**src/cmc_pkg.sv**
```systemverilog
// constants and types for the charger mode control block
package cmc_pkg;
  // ---------------------------------------------------------------
  // register offsets
  // ---------------------------------------------------------------
  localparam logic [7:0] CMC_OFF_CONV_MODE = 8'h00;
  localparam logic [7:0] CMC_OFF_CHG_ONE = 8'h04;
  localparam logic [7:0] CMC_OFF_CHG_TWO = 8'h05;
  localparam logic [7:0] CMC_OFF_SET_HIGH = 8'h06;
  localparam logic [7:0] CMC_OFF_SET_LOW = 8'h07;
  localparam logic [7:0] CMC_OFF_CHG_CUR = 8'h08;
  localparam logic [7:0] CMC_OFF_IN_REG = 8'h1b;
  localparam logic [7:0] CMC_OFF_PORT_SW = 8'h1c;
  localparam logic [7:0] CMC_OFF_SENSE_GAIN = 8'h20;
  localparam logic [7:0] CMC_OFF_CLK_GATE = 8'h27;
  localparam logic [7:0] CMC_OFF_PORT_ROLE = 8'h28;
  localparam logic [7:0] CMC_OFF_LOOP_MON = 8'h2d;
  localparam logic [7:0] CMC_OFF_FULL_STBY = 8'h2e;
  localparam logic [7:0] CMC_OFF_PORT_STAT = 8'h36;
  // ---------------------------------------------------------------
  // field positions
  // ---------------------------------------------------------------
  localparam int CMC_BIT_CONV_EN = 0;
  localparam int CMC_BIT_FORCED_DISCONTINUOUS = 2;
  localparam int CMC_BIT_CCM = 3;
  localparam int CMC_BIT_DIR = 0;
  localparam int CMC_BIT_AUTO_TERM = 1;
  localparam int CMC_BIT_FEEDBACK_SELECT = 2;
  localparam int CMC_BIT_LOAD = 3;
  localparam int CMC_BIT_GATE0 = 0;
  localparam int CMC_BIT_GATE1 = 1;
  localparam int CMC_BIT_MON_EN = 2;
  localparam int CMC_BIT_CLK_DIS = 0;
  localparam int CMC_BIT_BUS_CC = 4;
  localparam int CMC_BIT_STBY = 7;
  localparam int CMC_BIT_SMALL_I = 2;
  localparam int CMC_SET_HIGH_W = 4;
  localparam int CMC_SET_W = 12;
  // ---------------------------------------------------------------
  // reset values
  // ---------------------------------------------------------------
  localparam logic [7:0] CMC_RST_CONV_MODE = 8'h04;
  localparam logic [7:0] CMC_RST_ZERO = 8'h00;
  // 5 V at 2.15 mV per step rounds to code 2326
  localparam logic [11:0] CMC_RST_SETPOINT = 12'h0916;
  // ---------------------------------------------------------------
  // modes and charge phases
  // ---------------------------------------------------------------
  typedef enum logic [2:0] {
    CMC_MODE_SHUTDOWN = 3'b000,
    CMC_MODE_STANDBY = 3'b001,
    CMC_MODE_CLK_GATED = 3'b011,
    CMC_MODE_CONV_OFF = 3'b010,
    CMC_MODE_NORMAL = 3'b110
  } cmc_mode_t;
  typedef enum logic [1:0] {
    CMC_PH_IDLE = 2'b00,
    CMC_PH_CC = 2'b01,
    CMC_PH_CV = 2'b11,
    CMC_PH_EOC = 2'b10
  } cmc_phase_t;
  // pin vector layout into the synchroniser
  localparam int CMC_PIN_EN = 0;
  localparam int CMC_PIN_ATTACH = 1;
  localparam int CMC_PIN_RDY0 = 2;
  localparam int CMC_PIN_RDY1 = 3;
  localparam int CMC_PIN_AT_TGT = 4;
  localparam int CMC_PIN_TERM_V = 5;
  localparam int CMC_PIN_TERM_I = 6;
  localparam int CMC_PIN_RECHG = 7;
  localparam int CMC_PIN_SMALL_I = 8;
  localparam int CMC_PIN_W = 9;
endpackage

```
**src/cmc_pin_if.sv**
```systemverilog
// carrier between the pin synchroniser and the control core
`timescale 1ns/1ps
interface cmc_pin_if #(
  parameter int W = 1
);
  logic [W-1:0] raw;
  logic [W-1:0] clean;
  modport sync (input raw, output clean);
  modport user (output raw, input clean);
endinterface

```
**src/cmc_top.sv**
```systemverilog
// charger mode control: registers, mode decode, charge phases, port control
// ---------------------------------------------------------------
// Notes on behaviour
// enable pin low forces shutdown, every function off
// no equipment or standby bit set: activity flag low, standby
// active with clock disable set: digital clock stopped, core frozen; here the charge phase returns to idle instead
// active, clock running, converter enable low: converter off only
// active, clock running, converter enable high: normal mode runs converter
// direction bit one selects discharging; host keeps it zero for charging
// internal feedback takes 12-bit split setpoint, 2.15 mV steps, 5 V default
// new setpoint applies only after load strobe written as one
// forced continuous bit honoured only while forced discontinuous is zero
// forced discontinuous bit resets high
// auto termination on: end of charge once voltage and current met
// auto termination off: keep charging at setpoint, host ends it
// after end of charge, recharge threshold crossing returns to constant current
// host enables bus constant current loop when bus limiting needed
// host writes gain pattern 11 for charging, gain 200
// monitor output only with enable bit; four-bit selector picks signal
// discharging with port current under about 50 mA flags small current
// adapter attach and detach shown in port ready status bits
// each gate driver follows its own port switch bit only
// host programs charge settings with direction zero before converter enable
// port roles follow the two-bit port role field
// host starts in forced discontinuous, ramps limit, then clears it; charge_setup writes each limit once and leaves it set
// mode decode is continuous, no commit step needed
// ---------------------------------------------------------------
`timescale 1ns/1ps
module cmc_top
  import cmc_pkg::*;
#(
  parameter int SET_W = CMC_SET_W
) (
  input wire logic core_clk,
  input wire logic srst,
  // register port
  input wire logic reg_wr,
  input wire logic reg_rd,
  input wire logic [7:0] reg_addr,
  input wire logic [7:0] reg_wdata,
  output logic [7:0] reg_rdata,
  output logic reg_rvalid,
  // asynchronous pins and analog comparators
  input wire logic enable_pin,
  input wire logic equipment_attached,
  input wire logic [1:0] port_attach_detect,
  input wire logic vbat_at_target,
  input wire logic term_voltage_ok,
  input wire logic term_current_ok,
  input wire logic vbat_below_recharge,
  input wire logic port_current_small,
  // controls to the analog side
  output cmc_mode_t operating_mode,
  output logic activity_flag,
  output logic digital_clk_enable,
  output logic converter_enable,
  output logic discharge_direction,
  output logic forced_discontinuous,
  output logic ccm_select,
  output cmc_phase_t charge_phase,
  output logic internal_feedback,
  output logic [SET_W-1:0] bus_output_setpoint,
  output logic bus_cc_loop_enable,
  output logic analog_monitor_enable,
  output logic [3:0] analog_monitor_select,
  output logic first_port_gate,
  output logic second_port_gate,
  output logic [1:0] port_role_field,
  output logic small_current_flag
);
  // ---------------------------------------------------------------
  // pin synchronisation
  // ---------------------------------------------------------------
  cmc_pin_if #(.W(CMC_PIN_W)) pin_bus ();

  assign pin_bus.raw = {port_current_small, vbat_below_recharge, term_current_ok,
                        term_voltage_ok, vbat_at_target, port_attach_detect[1],
                        port_attach_detect[0], equipment_attached, enable_pin};

  cmc_pin_sync #(.W(CMC_PIN_W)) u_sync (
    .core_clk(core_clk),
    .srst(srst),
    .pins(pin_bus)
  );

  logic en_s;
  logic attach_s;
  assign en_s = pin_bus.clean[CMC_PIN_EN];
  assign attach_s = pin_bus.clean[CMC_PIN_ATTACH];

  // ---------------------------------------------------------------
  // register storage
  // ---------------------------------------------------------------
  logic [7:0] conv_mode_q;
  logic [7:0] chg_one_q;
  logic [7:0] chg_two_q;
  logic [CMC_SET_HIGH_W-1:0] set_high_q;
  logic [7:0] set_low_q;
  logic [7:0] chg_cur_q;
  logic [7:0] in_reg_q;
  logic [7:0] port_sw_q;
  logic [7:0] sense_gain_q;
  logic [7:0] clk_gate_q;
  logic [7:0] port_role_q;
  logic [7:0] loop_mon_q;
  logic [7:0] full_stby_q;
  logic wipe;

  // losing the enable pin wipes all settings, as a cold start would
  assign wipe = srst || !en_s;

  always_ff @(posedge core_clk) begin
    if (wipe) begin
      conv_mode_q <= CMC_RST_CONV_MODE;
      chg_one_q <= CMC_RST_ZERO;
      chg_two_q <= CMC_RST_ZERO;
      set_high_q <= CMC_RST_SETPOINT[SET_W-1:8];
      set_low_q <= CMC_RST_SETPOINT[7:0];
      chg_cur_q <= CMC_RST_ZERO;
      in_reg_q <= CMC_RST_ZERO;
      port_sw_q <= CMC_RST_ZERO;
      sense_gain_q <= CMC_RST_ZERO;
      clk_gate_q <= CMC_RST_ZERO;
      port_role_q <= CMC_RST_ZERO;
      loop_mon_q <= CMC_RST_ZERO;
      full_stby_q <= CMC_RST_ZERO;
    end else begin
      // load strobe never stays stored, it reads back as zero
      chg_two_q[CMC_BIT_LOAD] <= 1'b0;
      if (reg_wr) begin
        case (reg_addr)
          CMC_OFF_CONV_MODE: begin
            conv_mode_q <= reg_wdata;
          end
          CMC_OFF_CHG_ONE: begin
            chg_one_q <= reg_wdata;
          end
          CMC_OFF_CHG_TWO: begin
            chg_two_q <= reg_wdata;
          end
          CMC_OFF_SET_HIGH: begin
            set_high_q <= reg_wdata[CMC_SET_HIGH_W-1:0];
          end
          CMC_OFF_SET_LOW: begin
            set_low_q <= reg_wdata;
          end
          CMC_OFF_CHG_CUR: begin
            chg_cur_q <= reg_wdata;
          end
          CMC_OFF_IN_REG: begin
            in_reg_q <= reg_wdata;
          end
          CMC_OFF_PORT_SW: begin
            port_sw_q <= reg_wdata;
          end
          CMC_OFF_SENSE_GAIN: begin
            sense_gain_q <= reg_wdata;
          end
          CMC_OFF_CLK_GATE: begin
            clk_gate_q <= reg_wdata;
          end
          CMC_OFF_PORT_ROLE: begin
            port_role_q <= reg_wdata;
          end
          CMC_OFF_LOOP_MON: begin
            loop_mon_q <= reg_wdata;
          end
          CMC_OFF_FULL_STBY: begin
            full_stby_q <= reg_wdata;
          end
          default: begin
          end
        endcase
      end
    end
  end

  // ---------------------------------------------------------------
  // operating mode decode
  // ---------------------------------------------------------------
  cmc_mode_t mode_d;
  cmc_mode_t mode_q;

  always_comb begin
    if (!en_s) begin
      mode_d = CMC_MODE_SHUTDOWN;
    end else if (!attach_s || full_stby_q[CMC_BIT_STBY]) begin
      mode_d = CMC_MODE_STANDBY;
    end else if (clk_gate_q[CMC_BIT_CLK_DIS]) begin
      mode_d = CMC_MODE_CLK_GATED;
    end else if (!conv_mode_q[CMC_BIT_CONV_EN]) begin
      mode_d = CMC_MODE_CONV_OFF;
    end else begin
      mode_d = CMC_MODE_NORMAL;
    end
  end

  // re-evaluated every cycle from live bits
  always_ff @(posedge core_clk) begin
    if (srst) begin
      mode_q <= CMC_MODE_SHUTDOWN;
    end else begin
      mode_q <= mode_d;
    end
  end

  logic active;
  logic core_run;
  logic normal;
  logic discharging;
  assign active = (mode_q != CMC_MODE_SHUTDOWN) && (mode_q != CMC_MODE_STANDBY);
  // register port stays alive while gated so the host can restart the clock
  assign core_run = (mode_q == CMC_MODE_CONV_OFF) || (mode_q == CMC_MODE_NORMAL);
  assign normal = (mode_q == CMC_MODE_NORMAL);
  assign discharging = chg_two_q[CMC_BIT_DIR];

  // ---------------------------------------------------------------
  // charge phase sequencing
  // ---------------------------------------------------------------
  cmc_phase_t phase_q;

  always_ff @(posedge core_clk) begin
    if (srst) begin
      phase_q <= CMC_PH_IDLE;
    end else if (!normal || discharging) begin
      phase_q <= CMC_PH_IDLE;
    end else if (core_run) begin
      case (phase_q)
        CMC_PH_IDLE: begin
          phase_q <= CMC_PH_CC;
        end
        CMC_PH_CC: begin
          if (pin_bus.clean[CMC_PIN_AT_TGT]) begin
            phase_q <= CMC_PH_CV;
          end
        end
        CMC_PH_CV: begin
          // without auto termination it simply holds the setpoint
          if (chg_two_q[CMC_BIT_AUTO_TERM] && pin_bus.clean[CMC_PIN_TERM_V]
              && pin_bus.clean[CMC_PIN_TERM_I]) begin
            phase_q <= CMC_PH_EOC;
          end
        end
        CMC_PH_EOC: begin
          if (pin_bus.clean[CMC_PIN_RECHG]) begin
            phase_q <= CMC_PH_CC;
          end
        end
        default: begin
          phase_q <= CMC_PH_IDLE;
        end
      endcase
    end
  end

  // ---------------------------------------------------------------
  // output setpoint with load strobe
  // ---------------------------------------------------------------
  logic [SET_W-1:0] active_set_q;

  always_ff @(posedge core_clk) begin
    if (wipe) begin
      active_set_q <= CMC_RST_SETPOINT;
    end else if (reg_wr && (reg_addr == CMC_OFF_CHG_TWO) && reg_wdata[CMC_BIT_LOAD]) begin
      // staged halves only reach the loop on the strobe
      active_set_q <= {set_high_q, set_low_q};
    end
  end

  // ---------------------------------------------------------------
  // converter and port outputs
  // ---------------------------------------------------------------
  always_ff @(posedge core_clk) begin
    if (srst) begin
      operating_mode <= CMC_MODE_SHUTDOWN;
      activity_flag <= 1'b0;
      digital_clk_enable <= 1'b0;
      converter_enable <= 1'b0;
      discharge_direction <= 1'b0;
      forced_discontinuous <= 1'b1;
      ccm_select <= 1'b0;
      charge_phase <= CMC_PH_IDLE;
      internal_feedback <= 1'b0;
      bus_output_setpoint <= CMC_RST_SETPOINT;
      bus_cc_loop_enable <= 1'b0;
      analog_monitor_enable <= 1'b0;
      analog_monitor_select <= 4'h0;
      first_port_gate <= 1'b0;
      second_port_gate <= 1'b0;
      port_role_field <= 2'b00;
    end else begin
      operating_mode <= mode_q;
      activity_flag <= active;
      digital_clk_enable <= core_run;
      // end of charge turns the converter off until recharge
      converter_enable <= normal && (phase_q != CMC_PH_EOC);
      discharge_direction <= discharging;
      forced_discontinuous <= conv_mode_q[CMC_BIT_FORCED_DISCONTINUOUS];
      // forced discontinuous dominates forced continuous
      ccm_select <= conv_mode_q[CMC_BIT_CCM] && !conv_mode_q[CMC_BIT_FORCED_DISCONTINUOUS];
      charge_phase <= phase_q;
      internal_feedback <= !chg_two_q[CMC_BIT_FEEDBACK_SELECT];
      bus_output_setpoint <= active_set_q;
      bus_cc_loop_enable <= active && loop_mon_q[CMC_BIT_BUS_CC];
      analog_monitor_enable <= active && port_sw_q[CMC_BIT_MON_EN];
      analog_monitor_select <= loop_mon_q[3:0];
      // each gate bit drives its own port and nothing else
      first_port_gate <= active && port_sw_q[CMC_BIT_GATE0];
      second_port_gate <= active && port_sw_q[CMC_BIT_GATE1];
      port_role_field <= port_role_q[1:0];
    end
  end

  // ---------------------------------------------------------------
  // small current indication
  // ---------------------------------------------------------------
  logic small_set;
  logic small_clr;
  assign small_set = normal && discharging && pin_bus.clean[CMC_PIN_SMALL_I];
  assign small_clr = reg_rd && (reg_addr == CMC_OFF_PORT_STAT);

  always_ff @(posedge core_clk) begin
    if (wipe) begin
      small_current_flag <= 1'b0;
    end else if (small_set) begin
      // a new event in the read cycle is kept
      small_current_flag <= 1'b1;
    end else if (small_clr) begin
      small_current_flag <= 1'b0;
    end
  end

  // ---------------------------------------------------------------
  // register read path
  // ---------------------------------------------------------------
  logic [7:0] status_word;
  assign status_word = {1'b0, mode_q, 1'b0, small_current_flag,
                        pin_bus.clean[CMC_PIN_RDY1], pin_bus.clean[CMC_PIN_RDY0]};

  always_ff @(posedge core_clk) begin
    if (srst) begin
      reg_rdata <= 8'h00;
      reg_rvalid <= 1'b0;
    end else begin
      reg_rvalid <= reg_rd;
      if (reg_rd) begin
        case (reg_addr)
          CMC_OFF_CONV_MODE: reg_rdata <= conv_mode_q;
          CMC_OFF_CHG_ONE: reg_rdata <= chg_one_q;
          CMC_OFF_CHG_TWO: reg_rdata <= chg_two_q;
          CMC_OFF_SET_HIGH: reg_rdata <= {4'h0, set_high_q};
          CMC_OFF_SET_LOW: reg_rdata <= set_low_q;
          CMC_OFF_CHG_CUR: reg_rdata <= chg_cur_q;
          CMC_OFF_IN_REG: reg_rdata <= in_reg_q;
          CMC_OFF_PORT_SW: reg_rdata <= port_sw_q;
          CMC_OFF_SENSE_GAIN: reg_rdata <= sense_gain_q;
          CMC_OFF_CLK_GATE: reg_rdata <= clk_gate_q;
          CMC_OFF_PORT_ROLE: reg_rdata <= port_role_q;
          CMC_OFF_LOOP_MON: reg_rdata <= loop_mon_q;
          CMC_OFF_FULL_STBY: reg_rdata <= full_stby_q;
          CMC_OFF_PORT_STAT: reg_rdata <= status_word;
          default: reg_rdata <= 8'h00;
        endcase
      end
    end
  end
endmodule

```
**src/cmc_pin_sync.sv**
```systemverilog
// three-flop synchroniser with agreement filter for asynchronous pins
`timescale 1ns/1ps
module cmc_pin_sync #(
  parameter int W = 1
) (
  input wire logic core_clk,
  input wire logic srst,
  cmc_pin_if.sync pins
);
  logic [W-1:0] s1_q;
  logic [W-1:0] s2_q;
  logic [W-1:0] s3_q;
  logic [W-1:0] clean_q;

  // ---------------------------------------------------------------
  // per bit chain
  // ---------------------------------------------------------------
  genvar i;
  generate
    for (i = 0; i < W; i++) begin : g_bit
      always_ff @(posedge core_clk) begin
        if (srst) begin
          s1_q[i] <= 1'b0;
          s2_q[i] <= 1'b0;
          s3_q[i] <= 1'b0;
          clean_q[i] <= 1'b0;
        end else begin
          s1_q[i] <= pins.raw[i];
          s2_q[i] <= s1_q[i];
          s3_q[i] <= s2_q[i];
          // only take a level once two stages agree, so a glitch seen for one cycle never counts
          if (s2_q[i] == s3_q[i]) begin
            clean_q[i] <= s3_q[i];
          end
        end
      end
    end
  endgenerate

  assign pins.clean = clean_q;
endmodule

```
**config.mk**
```make
export PLATFORM = sky130hd
export DESIGN_NAME = cmc_top
export DESIGN_NICKNAME = d
export VERILOG_FILES = /design/src/cmc_pkg.sv /design/src/cmc_pin_if.sv /design/src/cmc_top.sv /design/src/cmc_pin_sync.sv
export SDC_FILE = /design/constraint.sdc
export NUM_CORES = 1
export LEC_CHECK = 0
export BUFFER_PORTS_ARGS = -buffer_cell sky130_fd_sc_hd__clkbuf_2
export CORE_MARGIN = 2
export CORE_UTILIZATION = 44
export CTS_BUF_LIST = sky130_fd_sc_hd__clkbuf_2 sky130_fd_sc_hd__clkbuf_4 sky130_fd_sc_hd__clkbuf_8
export DETAILED_ROUTE_END_ITERATION = 6
export GPL_TIMING_DRIVEN = 0
export PLACE_DENSITY = 0.71
export RECOVER_POWER = 25
export SYNTH_ARGS = -nofsm -noshare
export SYNTH_HDL_FRONTEND = slang
export SYNTH_HIERARCHICAL = 1
export SYNTH_SLANG_ARGS = --single-unit
```
**constraint.sdc**
```tcl
create_clock -name core_clk -period 4.4 [get_ports core_clk]
set_clock_uncertainty 0.2 [all_clocks]
set_input_delay 0.66 -clock core_clk [delete_from_list [all_inputs] [get_ports core_clk]]
set_output_delay 0.66 -clock core_clk [all_outputs]
set_load 0.1 [all_outputs]
```
# Word-level counts from Yosys, hierarchy flattened
# Index checks and enable logic that the tools add are counted.
classes:
  n_reduce_logical: 46
  n_bitwise: 3
  muxes: 10
  eq_ne: 32
ops:
  columns: ["cell", "count"]
  rows:
  - ["8-bit one-hot mux with 14 select lines", 1]
  - ["8-bit by 6-bit equality test with 1-bit output, second input constant", 6]
  - ["8-bit by 3-bit equality test with 1-bit output, second input constant", 4]
  - ["2-bit AND reduction", 13]
  - ["8-bit by 5-bit equality test with 1-bit output, second input constant", 2]
  - ["1-bit logical AND", 14]
  - ["1-bit equality test", 9]
  - ["8-bit by 4-bit equality test with 1-bit output, second input constant", 1]
  - ["8-bit logical NOT", 1]
  - ["2-bit two-way mux", 4]
  - ["2-bit one-hot mux with 4 select lines", 1]
  - ["3-bit OR reduction", 2]
  - ["1-bit logical NOT", 5]
  - ["2-bit equality test, second input constant", 2]
  - ["1-bit logical OR", 4]
  - ["2-bit by 1-bit inequality test with 1-bit output, second input constant", 2]
  - ["2-bit inequality test, second input constant", 2]
  - ["4-bit AND reduction", 1]
  - ["2-bit OR reduction", 2]
  - ["4-bit OR reduction", 1]
  - ["3-bit by 2-bit equality test with 1-bit output, second input constant", 1]
  - ["3-bit equality test, second input constant", 1]
  - ["1-bit two-way mux", 3]
  - ["3-bit two-way mux", 1]
  - ["6 further kinds", 8]
word_totals:
  word_cells: 165
  register_bits: 197
  out_inout_bits: 44
  input_bits: 29

# Logic depth before layout (Yosys ltp)
# Gate-level depths: netlist of the first run.
logic_depth:
  word_depth: 4
  ltp_mapped: 9

# Cells and area by module
# Netlist of the first run, hierarchy kept.
by_module_without_submodules:
  columns: ["module", "cells_each", "seq_area_each_um2", "n_inst", "area_each_um2"]
  rows:
  - ["cmc_top", 742, 3223.1, 1, 6737.7]
  - ["cmc_pin_sync", 93, 720.7, 1, 1062.3]

# Least setup slack after synthesis of the first run
# OpenSTA, ideal clock, no wires.
synth_path:
  kind: "input -> register"
  start: "input reg_addr[5]"
  end: "register active_set_q[11]"
  cell_stages: 8
  setup_time_ps: 129
  required_time_ps: 4071
  arrival_time_ps: 1895
  path_slack_ps: 2175
  path_buffers: 3
  path_cell_list: "buf_6 nor4_2 and2_1 buf_4 nand4_4 buf_6 mux2i_1 nand2_1"
synth_between:
  elab_chain_len: 3
synth_rtl:
  columns: ["item", "line_no", "source"]
  rows:
  - ["start: declaration", "cmc_top.sv:39", "input wire logic [7:0] reg_addr,"]
  - ["8-bit by 3-bit equality test with 1-bit output", "cmc_top.sv:264", "end else if (reg_wr && (reg_addr == CMC_OFF_CHG_TWO) && reg_wdata[CMC_BIT_LOAD]) begin"]
  - ["1-bit logical AND (2 in series)", "cmc_top.sv:264", null]
  - ["end signal: assignment", "cmc_top.sv:266", "active_set_q <= {set_high_q, set_low_q};"]
  - ["end: declaration", "cmc_top.sv:259", "logic [SET_W-1:0] active_set_q;"]
# Every way passes these cells.
# A chain may end at the register's enable or synchronous reset.

==> results.tsv, run 1 <==
stage	metric	value	unit
place	placed cell area	8430	sq um
clock_network	Hold Buf Count CTS	0	
place	hpwl dp	15.6	mm
worst_setup_path	Worst EP arrival	2.68	ns
grt	initial antenna violation count	0	
drt	Via density	5.53	
yosys	synth warn	6	
power	leakage	0.00346	uW
die	chip width	137	um
yosys	Post-Syn Area	7800	sq um
hold_path	worst hold path class	input port to register	
power	PD cells	346	nW/um^2
clock_network	CTS Buf Count	17	
grt	global-route wire length before repair	33.8	mm
run	max cap viols	0	
finish	post-layout net count	952	
yosys	synthesized instance count	835	
grt	gr ovfl total	0	
yosys	Synthesized Nets	864	
sta	RSZ-0062 raised after global routing	no	
finish	Layout fillers	1674	
yosys	async set-reset flop share out of synthesis	0	%
sta	period utilization	57.3	%
sta	# setup viols final	0	
worst_setup_path	data required time at the worst endpoint	4.56	ns
grt	largest net degree at the start of global routing	17	
sta	worst slew pin tran	0.860	ns
sta	fin crit period	2.52	ns
place	input/output buffers	69	
grt	total global-route track usage	24.2	%
sta	setup_tns	0	ns
die	Core ar.	17300	sq um
yosys	number of distinct library cells after synthesis	63	
sta	fmax	0.397	GHz
die	die area	18800	sq um
worst_setup_path	CP startpoint	srst	
place	GP Congestion	0.974	
clock_network	Clock Sinks	197	
drt	# DRC	0	
finish	Syn-to-layout area delta	12.2	%
yosys	Avg Cell Area, Syn	9.34	sq um
die	Die H	137	um
sta	Rel. slew slack	42.7	%
worst_setup_path	Critical Path Start Type	input port	
power	maximum vdd drop	0.250	mV
clock_network	H-tree levels	4	
worst_setup_path	r2r startpoint	u_sync/pins.clean[0]$_SDFFE_PP0N_	
drt	WL/cell	18.9	um
die	num ports	73	
status	run status	complete, no violations	
clock_network	CTS tree	built	
drt	first-pass detailed-route iteration total	6	
finish	layout cells sized above 1	17.5	%
clock_network	clk_lat worst skew	0.48	ns
hold_path	hold_sp	term_current_ok	
finish	Finished Core Util	50.6	%
worst_setup_path	Critical Path Fanout Max	12	
clock_network	Root Driver	clkbuf_8	
clock_network	Post-CTS Setup Repair Bufs	0	
yosys	Seq/Total Area, Yosys	50.6	%
worst_setup_path	WS Path Type	input port to register	
clock_network	CTS clk-pin slew, worst paths	0.10	ns
yosys	Yosys top cell area share	50.6	%
yosys	Yosys reg bits	197	
drt	Post-Route WL	21.9	mm
sta	Final Hold Viols	0	
yosys	Post-synth EDFFs	0	
die	Core Rows	48	
clock_network	post-CTS sizing	0	
clock_network	CTS Buffer Depth	2	
drt	drt initial violations	576	
yosys	Area contributors post-synth	dfxtp_1 51%, mux2i_1 9.4%, nand2_1 4.6%, a21oi_1 4.5%, nor2b_1 4.3%	
die	Initial Utilization	45.1	%
drt	Vias	6413	
finish	number of inserted diodes	0	
worst_setup_path	Setup crit end kind	register	
yosys	ys flop type	dfxtp_1	
grt	vias in the first global route	5983	
sta	Final Max Slew Viols	0	
yosys	Synth area leader	dfxtp_1	
drt	post-route ant nets	0	
finish	final instance area	8750	sq um
==> state kept, by name (all words and copies together), names as in the netlist, 9 cells and up <==
register,cells
u_sync/s2_q,9
bus_output_setpoint,12
u_sync/pins.clean,9
active_set_q,12
u_sync/s1_q,9
u_sync/s3_q,9
==> cell usage after synthesis (6+ instances only) <==
master,count
nor2_1,75
mux2i_1,73
a32oi_1,8
o21ai_0,16
buf_2,23
or2_2,6
nand2_1,96
nor2b_1,54
nand2b_1,6
nand3_1,62
mux2_2,8
and2b_2,6
a22oi_1,15
dfxtp_1,197
clkbuf_1,27
a21oi_1,70
==> metal layers <==
metal	vias to the layer above	global-route usage [%]	share of wire (%)
li1	3067	-	-
met1	2984	33.5	44
met2	325	36.7	45
met3	37	5.78	8.9
met4	0	8.48	2.3
met5	-	0	0
==> kinds of logic (layout without fill, tap and decap cells) <==
group                  Yosys count  count (layout)  synth area share, %
muxes                           81              81                 10.5
DFF                            197             197                 50.6
buffers and inverters           63             162                 3.98
AOI/OAI and AO/OA              143             143                 11.6
and+or+nand+nor                351             351                 23.4
==> layout make-up <==
type	count	area, sq um	share of cell area [%]
buffer	58	269	3.07
clock buffer	20	275	3.15
clock inverter	10	73.8	0.843
inverter	5	18.8	0.214
multi-input combinational	575	3550	40.5
sequential	197	3940	45.1
tap	225	282	3.22
timing repair buffer	69	344	3.93
==> power breakdown <==
| group | total [uW] | switching (uW) | leakage (uW) | internal (uW) |
|---|---|---|---|---|
| clock | 1080 | 645 | 0.000183 | 436 |
| sequential | 1800 | 3.83 | 0.00159 | 1790 |
| combinational | 153 | 111 | 0.00169 | 42.4 |
| total | 3030 | 760 | 0.00346 | 2270 |
==> cells in the final DEF (no fill, tap or decap), types with 6 or more instances in the layout <==
| master | count |
|---|---|
| nor2_1 | 75 |
| nand3_1 | 62 |
| nor2b_1 | 54 |
| clkbuf_2 | 68 |
| a32oi_1 | 8 |
| nand2b_1 | 6 |
| a21oi_1 | 70 |
| mux2i_1 | 73 |
| o21ai_0 | 16 |
| clkbuf_8 | 20 |
| and2b_2 | 6 |
| clkbuf_1 | 31 |
| mux2_2 | 8 |
| dfxtp_1 | 197 |
| or2_2 | 6 |
| nand2_1 | 96 |
| a22oi_1 | 15 |
| buf_2 | 23 |
==> critical path: stages <==
cell and delay (ns):
clkbuf_1 0.40, clkbuf_1 0.59, nor2_1 0.36, nand2_1 0.19, o21ai_0 0.11, a311oi_1 0.22
a32oi_1 0.14
==> worst paths after layout <==
path | slack, ns | cells after the start | end
setup reg to reg | 2.35 | 5 | full_stby_q[7]$_SDFFE_PP0P_
setup / recovery | 1.88 | 7 | reg_rdata[7]$_SDFFE_PP0P_
hold reg to reg | 0.24 | 1 | u_sync/s2_q[5]$_SDFF_PP0_
hold / removal | 0.18 | 2 | u_sync/s1_q[6]$_SDFF_PP0_
==> stage by stage <==
step,hold WS (ns),worst slack [ns],power (uW),instances
6_report,0.184,1.88,3030,1159
5_1_grt,0.170,1.64,3120,1159
4_1_cts,0.173,2.00,3040,1159
3_5_place_dp,0.222,1.48,1990,1129
3_3_place_gp,0.218,1.56,1990,1129
2_1_floorplan,0.213,2.18,1930,835
Note: power is estimated with default switching activity, not from simulation.
==> run 2: changes to the inputs <==
--- a/config.mk
+++ b/config.mk
@@ -11,7 +11,7 @@
 export CTS_BUF_LIST = sky130_fd_sc_hd__clkbuf_2 sky130_fd_sc_hd__clkbuf_4 sky130_fd_sc_hd__clkbuf_8
 export DETAILED_ROUTE_END_ITERATION = 6
 export GPL_TIMING_DRIVEN = 0
-export PLACE_DENSITY = 0.71
+export PLACE_DENSITY = 0.73
 export RECOVER_POWER = 25
 export SYNTH_ARGS = -nofsm -noshare
 export SYNTH_HDL_FRONTEND = slang
==> constraint.sdc (replaced) <==
create_clock -name core_clk -period 2.05 [get_ports core_clk]
set_clock_uncertainty 0.2 [all_clocks]
set_input_delay 0.3075 -clock core_clk [delete_from_list [all_inputs] [get_ports core_clk]]
set_output_delay 0.3075 -clock core_clk [all_outputs]
set_load 0.1 [all_outputs]
==> results.tsv, run 2 (synthesis results as in run 1) <==
stage	metric	value	unit	change
status	run status	complete, no violations		unchanged
drt	WL/cell	18.2	um	was 18.9 um
grt	initial antenna violation count	0		unchanged
die	Core ar.	17300	sq um	unchanged
sta	period utilization	95.1	%	
clock_network	CTS Buf Count	17		unchanged
finish	commonest non-fill, non-tap cell in the layout	dfxtp_1		unchanged
worst_setup_path	WS Path Type	input port to register		unchanged
power	leakage	0.00358	uW	was 0.00346 uW
die	die area	18800	sq um	unchanged
die	num ports	73		unchanged
power	maximum vdd drop	0.527	mV	was 0.250 mV
sta	Final Max Slew Viols	0		unchanged
clock_network	CTS clk-pin slew, worst paths	0.10	ns	about the same
sta	# setup viols final	0		unchanged
clock_network	CTS tree	built		unchanged
sta	fmax	0.513	GHz	
hold_path	worst hold path class	input port to register		unchanged
finish	post-layout net count	972		was 952
place	placed cell area	8430	sq um	unchanged
sta	worst slew pin tran	0.842	ns	was 0.860 ns
clock_network	H-tree levels	4		unchanged
finish	Syn-to-layout area delta	15.7	%	was 12.2%
clock_network	Root Driver	clkbuf_8		unchanged
sta	fin crit period	1.95	ns	
drt	Post-Route WL	21.5	mm	was 21.9 mm
finish	number of inserted diodes	0		unchanged
die	Core Rows	48		unchanged
worst_setup_path	Critical Path Fanout Max	10		was 12
finish	Top Registers	active_set_q (12), bus_output_setpoint (12)		unchanged
power	total power draw	6770	uW	was 3030 uW
grt	global-route wire length before repair	32.7	mm	was 33.8 mm
grt	largest net degree at the start of global routing	18		was 17
worst_setup_path	Worst EP arrival	2.09	ns	was 2.68 ns
power	PD cells	750	nW/um^2	was 346 nW/um^2
finish	layout cells sized above 1	18.1	%	was 17.5%
worst_setup_path	data required time at the worst endpoint	2.20	ns	was 4.56 ns
clock_network	clk_lat worst skew	0.46	ns	was 0.48 ns
clock_network	CTS Buffer Depth	2		unchanged
place	GP Congestion	0.945		was 0.974
drt	first-pass detailed-route iteration total	7		was 6
grt	gr ovfl total	0		unchanged
drt	post-route ant nets	0		unchanged
worst_setup_path	CP max-delay cell	nor4_1		was clkbuf_1
drt	# DRC	0		unchanged
worst_setup_path	crit-path cells	clkbuf_2 > nor4_1 > and2_1 > buf_2 > nand3_4 > mux2i_1 > nor2_1		was clkbuf_1 > clkbuf_1 > nor2_1 > nand2_1 > o21ai_0 > a311oi_1 > a32oi_1
drt	Vias	6654		was 6,413
sta	WHS	0.120	ns	was 0.184 ns
worst_setup_path	Setup crit end kind	register		unchanged
sta	Final Hold Viols	0		unchanged
worst_setup_path	crit-path max cell delay	0.64	ns	was 0.59 ns
sta	Rel. slew slack	43.9	%	was 42.7%
drt	drt initial violations	736		was 576
finish	most frequent cells in the layout	197 x dfxtp_1, 96 x nand2_1, 74 x nor2_1		was 197 x dfxtp_1, 96 x nand2_1, 75 x nor2_1
clock_network	Clock Sinks	197		unchanged
die	Die H	137	um	unchanged
grt	total global-route track usage	23.2	%	was 24.2%
finish	final instance area	9030	sq um	was 8750 sq um
run	max cap viols	0		unchanged
sta	RSZ-0062 raised after global routing	no		unchanged
die	chip width	137	um	unchanged
drt	Via density	5.63		was 5.53
die	Initial Utilization	45.1	%	unchanged
place	hpwl dp	15.3	mm	was 15.6 mm
worst_setup_path	Critical Path Start Type	input port		unchanged
grt	vias in the first global route	5967		was 5,983
place	input/output buffers	69		unchanged
-- run 2: changes by cell type in the layout (fill, tap and decap cells not counted), sizes merged --
cell,before,now
buf,28,34
inv,9,10
clkinvlp,1,3
clkinv,5,3
dlygate4sd3,0,18
clkbuf,119,114
bufinv,0,2
-- run 2: power by group --
group	internal, uW	leakage, uW	total, uW	switching (uW)
clock network	1150	0.000200	2560	1410
logic	119	0.00179	361	242
registers	3850	0.00159	3860	8.19
-- run 2: cell type report --
| cell class | instances | area (sq um) |
|---|---|---|
| fillers | 1612 | 8270 |
| flip-flops and latches | 197 | 3940 |
| multi-input cells | 575 | 3550 |
| repair buffers | 89 | 541 |
| plain buffers | 58 | 293 |
| well taps | 225 | 282 |
| clock buffers | 19 | 255 |
| clock inverters | 13 | 146 |
| inverters | 5 | 18.8 |
-- run 2: critical path: cells and delay by family --
kind,cells,cell delay [ns]
AND/OR/NAND/NOR,4,1.12
buffers and inverters,2,0.40
multiplexers,1,0.26
-- run 2: through the flow --
stage | cells | worst slack (ns) | TNS, ns | util (%)
6_report | 1181 | 0.101 | 0 | 52.2
4_1_cts | 1179 | 0.00819 | 0 | 52.1
2_1_floorplan | 835 | 0.178 | 0 | -
3_3_place_gp | 1129 | -0.352 | -32.06 | 48.7
3_5_place_dp | 1129 | -0.417 | -32.16 | 48.7
5_1_grt | 1181 | 0.00497 | 0 | 52.2
-- run 2: repair_timing --
item / CTS / global route
endpoints found under the setup margin: 0 / 66
gates resized for setup: 0 / 5
endpoints found under the hold margin: 30 / 0
buffers inserted: 0 / 2
hold buffers: 18 / 0
-- run 2: worst paths after layout --
path | to | cells after the start | slack [ns] | from
setup / recovery | chg_one_q[0]$_SDFFE_PP0P_ | 7 | 0.10 | reg_addr[4]
hold / removal | reg_rdata[3]$_SDFFE_PP0P_ | 4 | 0.12 | reg_addr[6]
setup reg to reg | full_stby_q[7]$_SDFFE_PP0P_ | 5 | 0.17 | u_sync/pins.clean[0]$_SDFFE_PP0N_
hold reg to reg | u_sync/s2_q[6]$_SDFF_PP0_ | 1 | 0.24 | u_sync/s1_q[6]$_SDFF_PP0_
-- run 2: routing by layer --
metal  wire (um)  vias to the layer above  global-route usage (%)
met4         731                        0                    10.2
li1            -                     3120                       -
met2        9460                      367                    34.4
met3        1910                       66                    4.78
met1        9450                     3101                    32.5
met5           0                        -                       0
==> run 3: changes to the inputs <==
--- a/config.mk
+++ b/config.mk
@@ -6,12 +6,15 @@
 export NUM_CORES = 1
 export LEC_CHECK = 0
 export BUFFER_PORTS_ARGS = -buffer_cell sky130_fd_sc_hd__clkbuf_2
+export CELL_PAD_IN_SITES_DETAIL_PLACEMENT = 1
+export CELL_PAD_IN_SITES_GLOBAL_PLACEMENT = 2
 export CORE_MARGIN = 2
-export CORE_UTILIZATION = 44
+export CORE_UTILIZATION = 35
 export CTS_BUF_LIST = sky130_fd_sc_hd__clkbuf_2 sky130_fd_sc_hd__clkbuf_4 sky130_fd_sc_hd__clkbuf_8
 export DETAILED_ROUTE_END_ITERATION = 6
+export GPL_ROUTABILITY_DRIVEN = 0
 export GPL_TIMING_DRIVEN = 0
-export PLACE_DENSITY = 0.73
+export PLACE_DENSITY = 0.87
 export RECOVER_POWER = 25
 export SYNTH_ARGS = -nofsm -noshare
 export SYNTH_HDL_FRONTEND = slang
==> results.tsv, run 3 (synthesis results as in run 1) <==
stage	metric	value	unit	change
drt	DR top layer	met4		unchanged
sta	Final Max Slew Viols	0		unchanged
worst_setup_path	data required time at the worst endpoint	2.27	ns	was 2.20 ns
worst_setup_path	WS Path Type	input port to register		unchanged
die	die area	23500	sq um	was 18,800 sq um
worst_setup_path	crit-path max cell delay	0.36	ns	was 0.64 ns
die	Core Rows	54		was 48
clock_network	CTS clk-pin slew, worst paths	0.12	ns	was 0.10 ns
finish	final cell count without fillers	1234		was 1,181
grt	global-route wire length before repair	38.2	mm	was 32.7 mm
sta	final worst setup slack	0.0458	ns	was 0.101 ns
clock_network	CTS Buf Count	17		unchanged
place	pre-CTS WS	-0.548	ns	was -0.417 ns
finish	post-layout net count	970		was 972
drt	WL met3	1.35	mm	was 1.91 mm
power	total power draw	6780	uW	was 6770 uW
finish	Layout fillers	2552		was 1,612
drt	met2 wire len	12.0	mm	was 9.46 mm
drt	metal1 wirelength	11.3	mm	was 9.45 mm
grt	gr ovfl total	0		unchanged
sta	WHS	0.104	ns	was 0.120 ns
sta	RSZ-0062 raised after global routing	no		unchanged
clock_network	Root Driver	clkbuf_8		unchanged
finish	layout cells sized above 1	18.6	%	was 18.1%
hold_path	worst hold path class	input port to register		unchanged
worst_setup_path	cell family with most CP delay	simple AND/OR/NAND/NOR gates		unchanged
clock_network	H-tree levels	4		unchanged
worst_setup_path	CP max-delay cell	a41oi_1		was nor4_1
worst_setup_path	Critical Path Fanout Max	10		unchanged
finish	commonest non-fill, non-tap cell in the layout	dfxtp_1		unchanged
place	hpwl dp	18.1	mm	was 15.3 mm
finish	number of inserted diodes	0		unchanged
place	dpl cells	1184		was 1,129
drt	Vias	6516		was 6,654
sta	# setup viols final	0		unchanged
finish	Syn-to-layout area delta	16.8	%	was 15.7%
worst_setup_path	Worst EP arrival	2.23	ns	was 2.09 ns
worst_setup_path	Crit path buffers/inverters	3		was 2
worst_setup_path	Critical Path Start Type	input port		unchanged
grt	largest net degree at the start of global routing	22		was 18
sta	Final Hold Viols	0		unchanged
run	max cap viols	0		unchanged
worst_setup_path	crit-path cells	clkbuf_2 > buf_2 > or2_1 > nor3_1 > buf_2 > nand2_1 > a41oi_1 > a2bb2oi_1		was clkbuf_2 > nor4_1 > and2_1 > buf_2 > nand3_4 > mux2i_1 > nor2_1
die	Initial Utilization	35.7	%	was 45.1%
grt	initial antenna violation count	0		unchanged
worst_setup_path	Setup crit end kind	register		unchanged
clock_network	clk_lat worst skew	0.48	ns	was 0.46 ns
sta	Rel. slew slack	35.8	%	was 43.9%
finish	Top Registers	active_set_q (12), bus_output_setpoint (12)		unchanged
die	Die H	153	um	was 137 um
drt	first-pass detailed-route iteration total	5		was 7
clock_network	Clock Sinks	197		unchanged
grt	vias in the first global route	6469		was 5,967
die	Core ar.	21800	sq um	was 17,300 sq um
grt	total global-route track usage	21.3	%	was 23.2%
sta	worst slew pin tran	0.963	ns	was 0.842 ns
drt	drt initial violations	410		was 736
finish	most frequent cells in the layout	197 x dfxtp_1, 96 x nand2_1, 74 x clkbuf_2, 74 x nor2_1, 73 x mux2i_1		was 197 x dfxtp_1, 96 x nand2_1, 74 x nor2_1
sta	fmax	0.499	GHz	was 0.513 GHz
clock_network	CTS Buffer Depth	2		unchanged
power	PD cells	744	nW/um^2	was 750 nW/um^2
drt	WL/cell	20.3	um	was 18.2 um
sta	period utilization	97.8	%	was 95.1%
die	num ports	73		unchanged
worst_setup_path	Worst path most repeated cell	buf_2		
status	run status	complete, no violations		unchanged
clock_network	CTS tree	built		unchanged
drt	# DRC	0		unchanged
sta	fin crit period	2.00	ns	was 1.95 ns
drt	post-route ant nets	0		unchanged
die	chip width	153	um	was 137 um
power	leakage	0.00359	uW	was 0.00358 uW
power	maximum vdd drop	0.408	mV	was 0.527 mV
place	input/output buffers	69		unchanged
drt	Via density	5.28		was 5.63
drt	Post-Route WL	25.1	mm	was 21.5 mm
## run 3: worst paths after layout
path	cells after the start	slack [ns]	startpoint	endpoint
setup / recovery	8	0.05	reg_addr[1]	reg_rdata[1]$_SDFFE_PP0P_
hold / removal	2	0.10	srst	u_sync/s1_q[7]$_SDFF_PP0_
setup reg to reg	5	0.13	u_sync/pins.clean[0]$_SDFFE_PP0N_	chg_two_q[2]$_SDFFE_PP0N_
hold reg to reg	1	0.24	u_sync/s1_q[3]$_SDFF_PP0_	u_sync/s2_q[3]$_SDFF_PP0_
## run 3: layer usage
metal / vias to the layer above / track usage, %
met3: 28 / 3.20
met2: 197 / 35.7
met1: 3189 / 28.6
met4: 0 / 5.91
met5: - / 0
li1: 3102 / -
## run 3: repair_timing
| item | CTS | global route |
|---|---|---|
| endpoints found under the hold margin | 30 | 0 |
| gates resized for setup | 5 | 6 |
| hold buffers | 18 | 0 |
| pin swaps | 0 | 0 |
| endpoints found under the setup margin | 60 | 26 |
| cloned | 0 | 0 |
| setup buffers | 0 | 0 |
## run 3: area by class of cell
cell class                 instances  area [sq um]  area share, %
inverter                           5          18.8          0.206
tap                              280           350           3.85
clock buffer                      17           234           2.57
buffer                            58           300           3.30
clock inverter                    15           181           1.99
timing repair buffer              87           524           5.76
sequential                       197          3940           43.3
multi-input combinational        575          3550           39.0
## run 3: stage by stage
step	setup TNS, ns	utilization [%]	cell area (sq um)
5_1_grt	0	41.7	9110
3_5_place_dp	-51.12	38.9	8500
3_3_place_gp	-50.30	38.9	8500
4_1_cts	0	41.7	9100
6_report	0	41.7	9110
2_1_floorplan	0	-	7800
## run 3: report_power, final
group / switching, uW / total (uW) / internal (uW)
Combinational: 256 / 374 / 118
Sequential: 8.88 / 3860 / 3850
Clock: 1610 / 2550 / 933
